## config.mk

```make
export PLATFORM = sky130hd
export DESIGN_NAME = duas_supervisor
export DESIGN_NICKNAME = d
export VERILOG_FILES = /design/src/core/duas_pkg.sv /design/src/core/duas_supervisor.sv
export VERILOG_INCLUDE_DIRS = /design/src /design/src/core
export SDC_FILE = /design/constraint.sdc
export NUM_CORES = 1
export LEC_CHECK = 0
export BUFFER_PORTS_ARGS = -buffer_cell sky130_fd_sc_hd__buf_2
export CAP_MARGIN = 10
export CELL_PAD_IN_SITES_DETAIL_PLACEMENT = 0
export CELL_PAD_IN_SITES_GLOBAL_PLACEMENT = 1
export CORE_ASPECT_RATIO = 0.7
export CORE_UTILIZATION = 46
export DETAILED_ROUTE_END_ITERATION = 8
export GPL_ROUTABILITY_DRIVEN = 0
export PLACE_DENSITY_LB_ADDON = 0.3
export RECOVER_POWER = 100
export SYNTH_ARGS = -nofsm -noshare
export SYNTH_HDL_FRONTEND = slang
export SYNTH_SLANG_ARGS = --single-unit
```

## constraint.sdc

```tcl
create_clock -name CLK_I -period 15.7 [get_ports CLK_I]
set_input_delay 2.355 -clock CLK_I [delete_from_list [all_inputs] [get_ports CLK_I]]
set_output_delay 2.355 -clock CLK_I [all_outputs]
set_load 0.05 [all_outputs]
```

## src/core/duas_map.svh

```systemverilog
// Register offsets, field positions, reset values and timing figures
// Assumes inclusion by the alarm supervisor core module only
`ifndef DUAS_MAP_SVH
`define DUAS_MAP_SVH

// ==========================================================
// Register byte offsets
`define DUAS_OFF_ALARM    8'h00
`define DUAS_OFF_IRQ_STAT 8'h04
`define DUAS_OFF_IRQ_MASK 8'h08
`define DUAS_OFF_BATT_THR 8'h0c
`define DUAS_OFF_CMD      8'h10

// ==========================================================
// Alarm vector bit positions
`define DUAS_UNIT_BITS    3
`define DUAS_B_PILOT_FAIL 0
`define DUAS_B_MODULE_FLT 1
`define DUAS_B_HIGH_TEMP  2
`define DUAS_B_DUAL_SD    6
`define DUAS_B_DUAL_PLO   7
`define DUAS_B_GSD0       8
`define DUAS_B_LOW_BATT   11
`define DUAS_B_PERMISSIVE 12
`define DUAS_NUM_ALARMS   13

// ==========================================================
// Field positions and reset values
`define DUAS_THR_LOW_LSB  0
`define DUAS_THR_OK_LSB   16
`define DUAS_CMD_CLEAR    0
`define DUAS_RST_MASK     13'h1fff
`define DUAS_RST_LOW_THR  12'h000
`define DUAS_RST_OK_THR   12'h000

// ==========================================================
// Timing
`define DUAS_CLK_HZ       200000000
`define DUAS_SEC_S        1
`define DUAS_SEC_PER_MIN  6'd60
`define DUAS_MIN_PER_HR   6'd60
`define DUAS_HR_PER_DAY   5'd24
`define DUAS_DAY_MAX_10   34'h2540be3ff
`define DUAS_DAY_MAX_9    34'h03b9ac9ff

`endif

```

## src/core/duas_pkg.sv

```systemverilog
// Types shared by the alarm supervisor and its bench
// Assumes the map header is on the include path
package duas_pkg;

  // ==========================================================
  // Operational state reported by each unit sequencer
  typedef enum logic [3:0] {
    DUAS_US_DISABLED = 4'h0,
    DUAS_US_STOPPED = 4'h1,
    DUAS_US_STARTUP = 4'h2,
    DUAS_US_PREPURGE = 4'h3,
    DUAS_US_IGNITE = 4'h4,
    DUAS_US_PURGE = 4'h5,
    DUAS_US_WAIT = 4'h6,
    DUAS_US_FLAME_PROVING = 4'h7,
    DUAS_US_PILOT_ON = 4'h8,
    DUAS_US_IDLE = 4'h9,
    DUAS_US_PROCESS_ONE_RUNNING = 4'ha
  } duas_unit_state_t;

  // ==========================================================
  // Kind of detail text shown for a unit
  typedef enum logic [2:0] {
    DUAS_DT_NONE = 3'h0,
    DUAS_DT_START_HOLD = 3'h1,
    DUAS_DT_CHECKING = 3'h2,
    DUAS_DT_COUNTDOWN = 3'h3,
    DUAS_DT_PURGE_RETRY = 3'h4,
    DUAS_DT_WAIT_RETRY = 3'h5,
    DUAS_DT_ELAPSED_10 = 3'h6,
    DUAS_DT_ELAPSED_9 = 3'h7
  } duas_detail_kind_t;

  typedef struct packed {
    duas_unit_state_t state;
    logic pilot_fail_cond;
    logic module_lockout;
    logic comm_lost;
    logic shutdown;
    logic high_temp;
    logic [7:0] ignition_attempts_left;
    logic [7:0] wait_retries_left;
    logic [15:0] remain_s;
  } duas_unit_in_t;

  typedef struct packed {
    duas_detail_kind_t kind;
    logic [7:0] retry;
    logic [33:0] days;
    logic [4:0] hh;
    logic [10:0] mm;
    logic [5:0] ss;
  } duas_detail_t;

endpackage : duas_pkg

```

## src/core/duas_supervisor.sv

```systemverilog
// Alarm supervisor for a two-unit burner controller, Wishbone register slave
// Assumes one clock, synchronous inputs, sequencers that obey the stop requests
//
// Register access over Wishbone and the placing of the registers were decided locally.
`include "duas_map.svh"

module duas_supervisor #(
  parameter int TICK_CYCLES = `DUAS_CLK_HZ * `DUAS_SEC_S,
  parameter int BATT_W = 12
) (
  // Clock and reset
  input wire logic CLK_I,
  input wire logic RST_I,
  // Wishbone slave
  input wire logic CYC_I,
  input wire logic STB_I,
  input wire logic WE_I,
  input wire logic [7:0] ADR_I,
  input wire logic [3:0] SEL_I,
  input wire logic [31:0] DAT_I,
  output logic [31:0] DAT_O,
  output logic ACK_O,
  // Unit status from the sequencers and burner modules
  input duas_pkg::duas_unit_in_t UNIT0_I,
  input duas_pkg::duas_unit_in_t UNIT1_I,
  // System inputs
  input wire logic [2:0] GLOBAL_SHUTDOWN_COND_I,
  input wire logic [BATT_W-1:0] BATTERY_VOLTAGE_INPUT_I,
  input wire logic PERMISSIVE_ACTIVE_I,
  input wire logic OPERATOR_CLEAR_I,
  // Unit control
  output logic [1:0] UNIT_STOP_O,
  output logic [1:0] VALVES_CLOSE_O,
  output logic [1:0] UNIT_TO_STOPPED_O,
  // Alarm indication
  output logic ALARM_O,
  output logic IRQ_O,
  output logic [`DUAS_NUM_ALARMS-1:0] ALARMS_O,
  // Detail text fields
  output duas_pkg::duas_detail_t STATE_DETAIL_TEXT0_O,
  output duas_pkg::duas_detail_t STATE_DETAIL_TEXT1_O
);
  import duas_pkg::*;

  localparam int NA = `DUAS_NUM_ALARMS;
  localparam int UB = `DUAS_UNIT_BITS;

  if (TICK_CYCLES < 1 || BATT_W < 1 || BATT_W > 16) begin : g_chk
    $error("duas_supervisor: unsupported TICK_CYCLES or BATT_W");
  end

  // ==========================================================
  // Helpers
  function automatic logic latch_next(input logic cur, input logic set, input logic rel);
    latch_next = set | (cur & ~rel);
  endfunction

  function automatic logic [16:0] to_mmss(input logic [15:0] s);
    logic [15:0] m;
    logic [15:0] r;
    m = s / 16'd60;
    r = s - m * 16'd60;
    to_mmss = {m[10:0], r[5:0]};
  endfunction

  // ==========================================================
  // Register file and bus
  logic [NA-1:0] alarm_q, alarm_d;
  logic [NA-1:0] irq_stat_q, irq_mask_q;
  logic [BATT_W-1:0] low_thr_q, ok_thr_q;
  logic ack_q;
  logic [31:0] dat_q;
  logic cmd_clear_q;
  logic bus_wr, bus_rd;
  logic [31:0] rd_d;

  assign bus_wr = CYC_I & STB_I & WE_I & ~ack_q;
  assign bus_rd = CYC_I & STB_I & ~WE_I & ~ack_q;

  always_comb begin
    rd_d = 32'h0;
    case (ADR_I)
      `DUAS_OFF_ALARM: rd_d[NA-1:0] = alarm_q;
      `DUAS_OFF_IRQ_STAT: rd_d[NA-1:0] = irq_stat_q;
      `DUAS_OFF_IRQ_MASK: rd_d[NA-1:0] = irq_mask_q;
      `DUAS_OFF_BATT_THR: begin
        rd_d[`DUAS_THR_LOW_LSB +: BATT_W] = low_thr_q;
        rd_d[`DUAS_THR_OK_LSB +: BATT_W] = ok_thr_q;
      end
      default: rd_d = 32'h0;
    endcase
  end

  // Every access, mapped or not, is acked one cycle after the strobe
  always_ff @(posedge CLK_I) begin
    if (RST_I) begin
      ack_q <= 1'b0;
      dat_q <= 32'h0;
    end else begin
      ack_q <= CYC_I & STB_I & ~ack_q;
      if (bus_rd) begin
        dat_q <= rd_d;
      end
    end
  end

  assign DAT_O = dat_q;
  assign ACK_O = ack_q;

  // Byte lanes of the threshold and mask registers
  always_ff @(posedge CLK_I) begin
    if (RST_I) begin
      irq_mask_q <= `DUAS_RST_MASK;
      low_thr_q <= BATT_W'(`DUAS_RST_LOW_THR);
      ok_thr_q <= BATT_W'(`DUAS_RST_OK_THR);
    end else if (bus_wr) begin
      if (ADR_I == `DUAS_OFF_IRQ_MASK) begin
        if (SEL_I[0]) irq_mask_q[7:0] <= DAT_I[7:0];
        if (SEL_I[1]) irq_mask_q[NA-1:8] <= DAT_I[NA-1:8];
      end
      if (ADR_I == `DUAS_OFF_BATT_THR && SEL_I[0] && SEL_I[1]) begin
        low_thr_q <= DAT_I[`DUAS_THR_LOW_LSB +: BATT_W];
      end
      if (ADR_I == `DUAS_OFF_BATT_THR && SEL_I[2] && SEL_I[3]) begin
        ok_thr_q <= DAT_I[`DUAS_THR_OK_LSB +: BATT_W];
      end
    end
  end

  // Software clear acts like the keypad pulse, one cycle later
  always_ff @(posedge CLK_I) begin
    if (RST_I) begin
      cmd_clear_q <= 1'b0;
    end else begin
      cmd_clear_q <= bus_wr && ADR_I == `DUAS_OFF_CMD && SEL_I[0] && DAT_I[`DUAS_CMD_CLEAR];
    end
  end

  // ==========================================================
  // Alarm latches
  duas_unit_in_t u_in [2];
  logic clr;
  logic [NA-1:0] set_v, exit_v;
  logic [1:0] unit_busy_d;
  logic [1:0] pilot_nx;

  assign u_in[0] = UNIT0_I;
  assign u_in[1] = UNIT1_I;
  assign clr = OPERATOR_CLEAR_I | cmd_clear_q;

  always_comb begin
    set_v = '0;
    exit_v = '0;
    for (int u = 0; u < 2; u++) begin
      set_v[UB*u + `DUAS_B_PILOT_FAIL] = u_in[u].pilot_fail_cond;
      exit_v[UB*u + `DUAS_B_PILOT_FAIL] = 1'b1;
      set_v[UB*u + `DUAS_B_MODULE_FLT] = u_in[u].module_lockout | u_in[u].comm_lost;
      exit_v[UB*u + `DUAS_B_MODULE_FLT] = ~u_in[u].module_lockout & ~u_in[u].comm_lost;
      set_v[UB*u + `DUAS_B_HIGH_TEMP] = u_in[u].high_temp;
      exit_v[UB*u + `DUAS_B_HIGH_TEMP] = ~u_in[u].high_temp;
    end
    // Unit next state worked out here, so global bits never loop through alarm_d
    for (int u = 0; u < 2; u++) begin
      unit_busy_d[u] = 1'b0;
      for (int b = 0; b < UB; b++) begin
        unit_busy_d[u] = unit_busy_d[u] |
                         latch_next(alarm_q[UB*u + b], set_v[UB*u + b], clr & exit_v[UB*u + b]);
      end
      pilot_nx[u] = latch_next(alarm_q[UB*u + `DUAS_B_PILOT_FAIL], set_v[UB*u + `DUAS_B_PILOT_FAIL],
                               clr & exit_v[UB*u + `DUAS_B_PILOT_FAIL]);
    end
    set_v[`DUAS_B_DUAL_SD] = u_in[0].shutdown & u_in[1].shutdown;
    // Both unit sets must end up empty in the same clear
    exit_v[`DUAS_B_DUAL_SD] = ~|unit_busy_d;
    // Next pilot bits, so one clear releases pilots and lockout together
    set_v[`DUAS_B_DUAL_PLO] = &pilot_nx;
    exit_v[`DUAS_B_DUAL_PLO] = 1'b1;
    set_v[`DUAS_B_GSD0 +: 3] = GLOBAL_SHUTDOWN_COND_I;
    exit_v[`DUAS_B_GSD0 +: 3] = ~GLOBAL_SHUTDOWN_COND_I;
    set_v[`DUAS_B_LOW_BATT] = BATTERY_VOLTAGE_INPUT_I <= low_thr_q;
    exit_v[`DUAS_B_LOW_BATT] = BATTERY_VOLTAGE_INPUT_I >= ok_thr_q;
    set_v[`DUAS_B_PERMISSIVE] = PERMISSIVE_ACTIVE_I;
    exit_v[`DUAS_B_PERMISSIVE] = ~PERMISSIVE_ACTIVE_I;
  end

  // Set always wins over a clear in the same cycle
  always_comb begin
    for (int i = 0; i < NA; i++) begin
      alarm_d[i] = latch_next(alarm_q[i], set_v[i], clr & exit_v[i]);
    end
  end

  always_ff @(posedge CLK_I) begin
    if (RST_I) begin
      alarm_q <= '0;
    end else begin
      alarm_q <= alarm_d;
    end
  end

  // ==========================================================
  // Unit stop, valves and alarm output
  logic global_d;
  logic [1:0] stop_d;

  assign global_d = |alarm_d[NA-1:2*UB];
  assign stop_d = unit_busy_d | {2{global_d}};

  always_ff @(posedge CLK_I) begin
    if (RST_I) begin
      UNIT_STOP_O <= 2'h0;
      VALVES_CLOSE_O <= 2'h0;
      UNIT_TO_STOPPED_O <= 2'h0;
      ALARM_O <= 1'b0;
      ALARMS_O <= '0;
    end else begin
      UNIT_STOP_O <= stop_d;
      VALVES_CLOSE_O <= stop_d;
      // Released units go to stopped, not back where they were
      UNIT_TO_STOPPED_O <= UNIT_STOP_O & ~stop_d;
      ALARM_O <= |alarm_d;
      ALARMS_O <= alarm_d;
    end
  end

  // ==========================================================
  // Interrupts: entry into an alarm, write one to clear
  logic [NA-1:0] irq_w1c;

  assign irq_w1c = (bus_wr && ADR_I == `DUAS_OFF_IRQ_STAT) ?
                   {{(NA-8){SEL_I[1]}}, {8{SEL_I[0]}}} & DAT_I[NA-1:0] : '0;

  always_ff @(posedge CLK_I) begin
    if (RST_I) begin
      irq_stat_q <= '0;
      IRQ_O <= 1'b0;
    end else begin
      irq_stat_q <= (alarm_d & ~alarm_q) | (irq_stat_q & ~irq_w1c);
      IRQ_O <= |(((alarm_d & ~alarm_q) | (irq_stat_q & ~irq_w1c)) & irq_mask_q);
    end
  end

  // ==========================================================
  // Elapsed timers and detail text
  logic [31:0] tick_cnt_q;
  logic tick;
  duas_unit_state_t prev_state_q [2];
  logic [5:0] el_ss_q [2];
  logic [5:0] el_mm_q [2];
  logic [4:0] el_hh_q [2];
  logic [33:0] el_dd_q [2];
  duas_detail_t detail_d [2];

  assign tick = tick_cnt_q == 32'(TICK_CYCLES - 1);

  always_ff @(posedge CLK_I) begin
    if (RST_I || tick) begin
      tick_cnt_q <= 32'h0;
    end else begin
      tick_cnt_q <= tick_cnt_q + 32'h1;
    end
  end

  // Counting restarts whenever the unit changes state
  always_ff @(posedge CLK_I) begin
    for (int u = 0; u < 2; u++) begin
      if (RST_I) begin
        prev_state_q[u] <= DUAS_US_DISABLED;
        el_ss_q[u] <= 6'h0;
        el_mm_q[u] <= 6'h0;
        el_hh_q[u] <= 5'h0;
        el_dd_q[u] <= 34'h0;
      end else begin
        prev_state_q[u] <= u_in[u].state;
        if (u_in[u].state != prev_state_q[u]) begin
          el_ss_q[u] <= 6'h0;
          el_mm_q[u] <= 6'h0;
          el_hh_q[u] <= 5'h0;
          el_dd_q[u] <= 34'h0;
        end else if (tick) begin
          el_ss_q[u] <= el_ss_q[u] + 6'h1;
          if (el_ss_q[u] == `DUAS_SEC_PER_MIN - 6'h1) begin
            el_ss_q[u] <= 6'h0;
            el_mm_q[u] <= el_mm_q[u] + 6'h1;
            if (el_mm_q[u] == `DUAS_MIN_PER_HR - 6'h1) begin
              el_mm_q[u] <= 6'h0;
              el_hh_q[u] <= el_hh_q[u] + 5'h1;
              if (el_hh_q[u] == `DUAS_HR_PER_DAY - 5'h1) begin
                el_hh_q[u] <= 5'h0;
                // Days saturate at the widest field; shown value clamps per state
                if (el_dd_q[u] != `DUAS_DAY_MAX_10) begin
                  el_dd_q[u] <= el_dd_q[u] + 34'h1;
                end
              end
            end
          end
        end
      end
    end
  end

  always_comb begin
    for (int u = 0; u < 2; u++) begin
      detail_d[u] = '0;
      {detail_d[u].mm, detail_d[u].ss} = to_mmss(u_in[u].remain_s);
      case (u_in[u].state)
        DUAS_US_STOPPED: detail_d[u].kind = DUAS_DT_START_HOLD;
        DUAS_US_STARTUP: detail_d[u].kind = DUAS_DT_CHECKING;
        DUAS_US_PREPURGE, DUAS_US_IGNITE, DUAS_US_FLAME_PROVING: begin
          detail_d[u].kind = DUAS_DT_COUNTDOWN;
        end
        DUAS_US_PURGE: begin
          detail_d[u].kind = DUAS_DT_PURGE_RETRY;
          detail_d[u].retry = u_in[u].ignition_attempts_left;
        end
        DUAS_US_WAIT: begin
          if (u_in[u].wait_retries_left != 8'h0) begin
            detail_d[u].kind = DUAS_DT_WAIT_RETRY;
            detail_d[u].retry = u_in[u].wait_retries_left;
          end else begin
            detail_d[u].kind = DUAS_DT_NONE;
          end
        end
        DUAS_US_PILOT_ON: begin
          detail_d[u].kind = DUAS_DT_ELAPSED_10;
          detail_d[u].days = el_dd_q[u];
          detail_d[u].hh = el_hh_q[u];
          detail_d[u].mm = {5'h0, el_mm_q[u]};
          detail_d[u].ss = el_ss_q[u];
        end
        DUAS_US_IDLE, DUAS_US_PROCESS_ONE_RUNNING: begin
          detail_d[u].kind = DUAS_DT_ELAPSED_9;
          detail_d[u].days = (el_dd_q[u] > `DUAS_DAY_MAX_9) ? `DUAS_DAY_MAX_9 : el_dd_q[u];
          detail_d[u].hh = el_hh_q[u];
          detail_d[u].mm = {5'h0, el_mm_q[u]};
          detail_d[u].ss = el_ss_q[u];
        end
        default: detail_d[u].kind = DUAS_DT_NONE;
      endcase
    end
  end

  always_ff @(posedge CLK_I) begin
    if (RST_I) begin
      STATE_DETAIL_TEXT0_O <= '0;
      STATE_DETAIL_TEXT1_O <= '0;
    end else begin
      STATE_DETAIL_TEXT0_O <= detail_d[0];
      STATE_DETAIL_TEXT1_O <= detail_d[1];
    end
  end

endmodule // duas_supervisor

```

==> results.yml <==
detailed_routing:
  highest_layer: "met5"
  dr_wl_met2_mm: 21.4
  detailroute.wirelength.met3_mm: 3.00
  drt-pass1-iter-count: 7
  via_count: 16000
  drt_iter0_drc: 1107
  detail_route.wl_per_cell_um: 16.8
  wire_length_on_met1_mm: 23.9
  drt_drc_violations_left: 0
  avg_vias_per_cell: 5.46
  detail_route_antenna_nets: 0
  routed_wl_mm: 49.2
logic_synthesis:
  postSynthCellCount: 2103
  synthesis.yosys.warnings: 0
  synth_enable_flop_cells: 102
  count_of_cell_types_in_the_netlist: 95
  yosys_register_bits: 372
  synth_seq_area_share_pct: 45.1
  ys_async_sr_fraction_pct: 0
  netlist_area_um2: 18800
  syn_avg_cell_area_um2: 8.93
  synth_top_flop_cell: "dfxtp_1"
timing:
  timing_worst_slew_pin_value_ps: 2970
  final-hold-violation-count: 0
  relSlewSlack_pct: -97.8
  setup-tns-final_ps: 0
  timing.final.crit_period_ps: 9370
  layout_setup_ws_ps: 6330
  rsz_0062_raised_after_global_routing: "no"
  max_freq_mhz: 107
  fin_worst_skew_ps: 12.1
  layout_worst_path_cycle_share_pct: 59.7
  timing.final.setup_violations: 0
  final_max_slew_viol_count: 333
clock_network:
  clk_pin_slew_ps: 60
  clock-sinks: 372
  numCtsBuffers: 39
  post-cts-setup-buffer-count: 0
  cts_tree: "built"
  cts_max_level: 2
  cts_repair_resize_count: 0
  post_cts_hold_buffer_count: 0
  clk_root_buffer_cell: "clkbuf_16"
  clkLatencyLatePin_ps: 540
  cts.path.max_buffers: 3
status:
  failed_checks: "max-capacitance violations, max-slew violations"
  outcome: "finished with violations"
critical_path:
  critPathLaunch: "RST_I"
  required_ps: 15690
  critical_path_class: "in2reg"
  cp.arrival_ps: 9360
  r2r-end: "el_dd_q[0][13]"
  critical_path_peak_fanout: 63
  cp-end-kind: "register"
  worst-r2r-cell-count: 13
  worstSetupEndpoint: "el_dd_q[0][13]"
  setup.worst_path.start_class: "input port"
  reg2reg_slack_ps: 10540
  reg2reg_from: "tick_cnt_q[0]"
global_routing:
  largest_net_degree_at_the_start_of_global_routing: 64
  grt_pass1_vias: 14800
  globalRoute.totalOverflow: 0
  grt.total_usage_pct: 22.9
  grt_antenna_before_repair: 4
  wire_length_of_the_first_global_routing_pass_mm: 77.6
layout:
  fin_nets: 2563
  stdcell_area_um2: 21600
  layout-area-overhead-vs-synth_pct: 15.3
  drive_above_1_share_pct: 10.0
  utilization_pct: 54.1
floorplanning:
  effective_utilization_at_floorplan_pct: 46.9
  fp.dieW_um: 243
  design.portCount: 336
  floorplan.rows: 61
  dieHeight_um: 171
  core-area_um2: 40000
  overall_die_area_um2: 41600
run:
  drv.max_cap_violation_count: 8
place:
  cell_area_after_placement_um2: 20700
  detailedPlacementHpwl_mm: 36.2
  dpl_worst_slack_ps: 7130
  number_of_i_o_port_buffers: 321
power:
  power_per_cell_area_nw_per_um2: 117
  worst_ir_drop_vdd_v: 0.0000909
  power_leakage_nw: 8.52
  report.power.total_mw: 2.52
worst_hold_path:
  hold_path_class: "reg2reg"
  min_from: "DAT_O[25]"
layer usage:
layer	vias to the layer above	global-route usage [%]
met5	-	0
met1	7595	33.1
li1	7914	-
met4	4	5.74
met2	442	35.0
met3	65	4.56
through the flow:
stage | hold WS, ps | instances
detailed placement | 440 | 2862
global route | 481 | 2935
CTS | 448 | 2934
finish | 451 | 2935
global placement | 438 | 2862
floorplan | 426 | 2109
cell families after synthesis:
kind of cell | after synthesis | synth area share, %
and+or+nand+nor | 870 | 22.0
AOI/OAI and AO/OA | 418 | 15.6
DFF | 372 | 45.1
buffers and inverters | 205 | 4.55
xor gates and xnor gates | 134 | 6.33
adders and majority gates | 53 | 3.54
muxes | 50 | 2.88
other | 1 | 0.0200
power breakdown:
group	switching, mW	internal [mW]
Clock	0.391	0.538
Sequential	0.0225	1.02
Combinational	0.339	0.214
cells in the final DEF, fill, tap and decap left out, types with 12 or more instances in the layout:
| master | count |
|---|---|
| clkbuf_16 | 43 |
| xnor2_1 | 61 |
| mux2i_1 | 43 |
| a221oi_1 | 17 |
| a211o_1 | 21 |
| dfxtp_1 | 270 |
| and2_0 | 26 |
| or3_1 | 16 |
| inv_1 | 90 |
| nor3_1 | 42 |
| clkbuf_1 | 201 |
| ha_1 | 45 |
| o21a_1 | 38 |
| a211oi_1 | 15 |
| nand3_1 | 69 |
| xor2_1 | 71 |
| nand2_1 | 171 |
| buf_2 | 138 |
| and2_1 | 23 |
| edfxtp_1 | 102 |
| o21ai_0 | 44 |
| nand4_1 | 36 |
| a22oi_1 | 17 |
| a21o_1 | 38 |
| and3_1 | 32 |
| nor2b_1 | 28 |
| o211ai_1 | 12 |
| nor4_1 | 19 |
| nand2b_1 | 13 |
| nor2_1 | 342 |
| a21oi_1 | 119 |
cell usage after synthesis (11+ instances only):
library cell	number	area (µm²)
buf_1	12	45.0
xnor2_1	61	534
xor2_1	71	622
nor3b_1	11	82.6
nand3_1	69	345
edfxtp_1	102	3060
nor3_1	41	205
a21o_1	38	285
o21ai_0	43	215
and2_1	49	307
o21a_1	38	285
nor2b_1	28	175
nand2_1	171	642
buf_2	13	65.1
nor2_1	342	1280
buf_4	12	90.1
a21oi_1	119	596
a22oi_1	17	128
a211o_1	21	184
nand2b_1	13	81.3
a211oi_1	15	113
ha_1	45	563
inv_1	90	338
clkbuf_1	75	282
dfxtp_1	270	5410
mux2i_1	41	410
and3_1	32	200
nor4_1	19	119
a221oi_1	17	149
or3_1	16	100
nand4_1	36	225
registers in the layout, indices dropped and copies added (netlist names), 8 cells and up:
name	flops
el_dd_q	68
tick_cnt_q	32
prev_state_q	8
STATE_DETAIL_TEXT0_O	67
irq_mask_q	13
ALARMS_O	13
DAT_O	25
irq_stat_q	13
ok_thr_q	12
low_thr_q	12
el_ss_q	12
el_hh_q	10
STATE_DETAIL_TEXT1_O	67
el_mm_q	12
area by class of cell:
cell class / count / area (µm²)
repair buffers: 333 / 1440
clock inverters: 15 / 121
diodes: 1 / 2.50
multi-input cells: 1532 / 9430
well taps: 535 / 669
fillers: 3790 / 18400
clock buffers: 57 / 1170
inverters: 90 / 338
flip-flops and latches: 372 / 8470
worst min-delay path by stage:
stage | to | depth (start not counted)
floorplan | tick_cnt_q[0] | 1
global placement | DAT_O[25] | 2
detailed placement | DAT_O[23] | 2
CTS | DAT_O[23] | 2
global route | DAT_O[12] | 2
finish | DAT_O[25] | 2
critical path, stage by stage:
cell	delay [ps]
clkbuf_1	2060
clkbuf_1	1610
nor3_1	170
clkbuf_1	270
and2_0	230
nand2b_1	140
inv_1	100
nand2_1	140
a211o_1	120
clkbuf_1	1140
nand2_1	110
clkbuf_1	820
No activity file was read; power rests on OpenSTA's default activity.
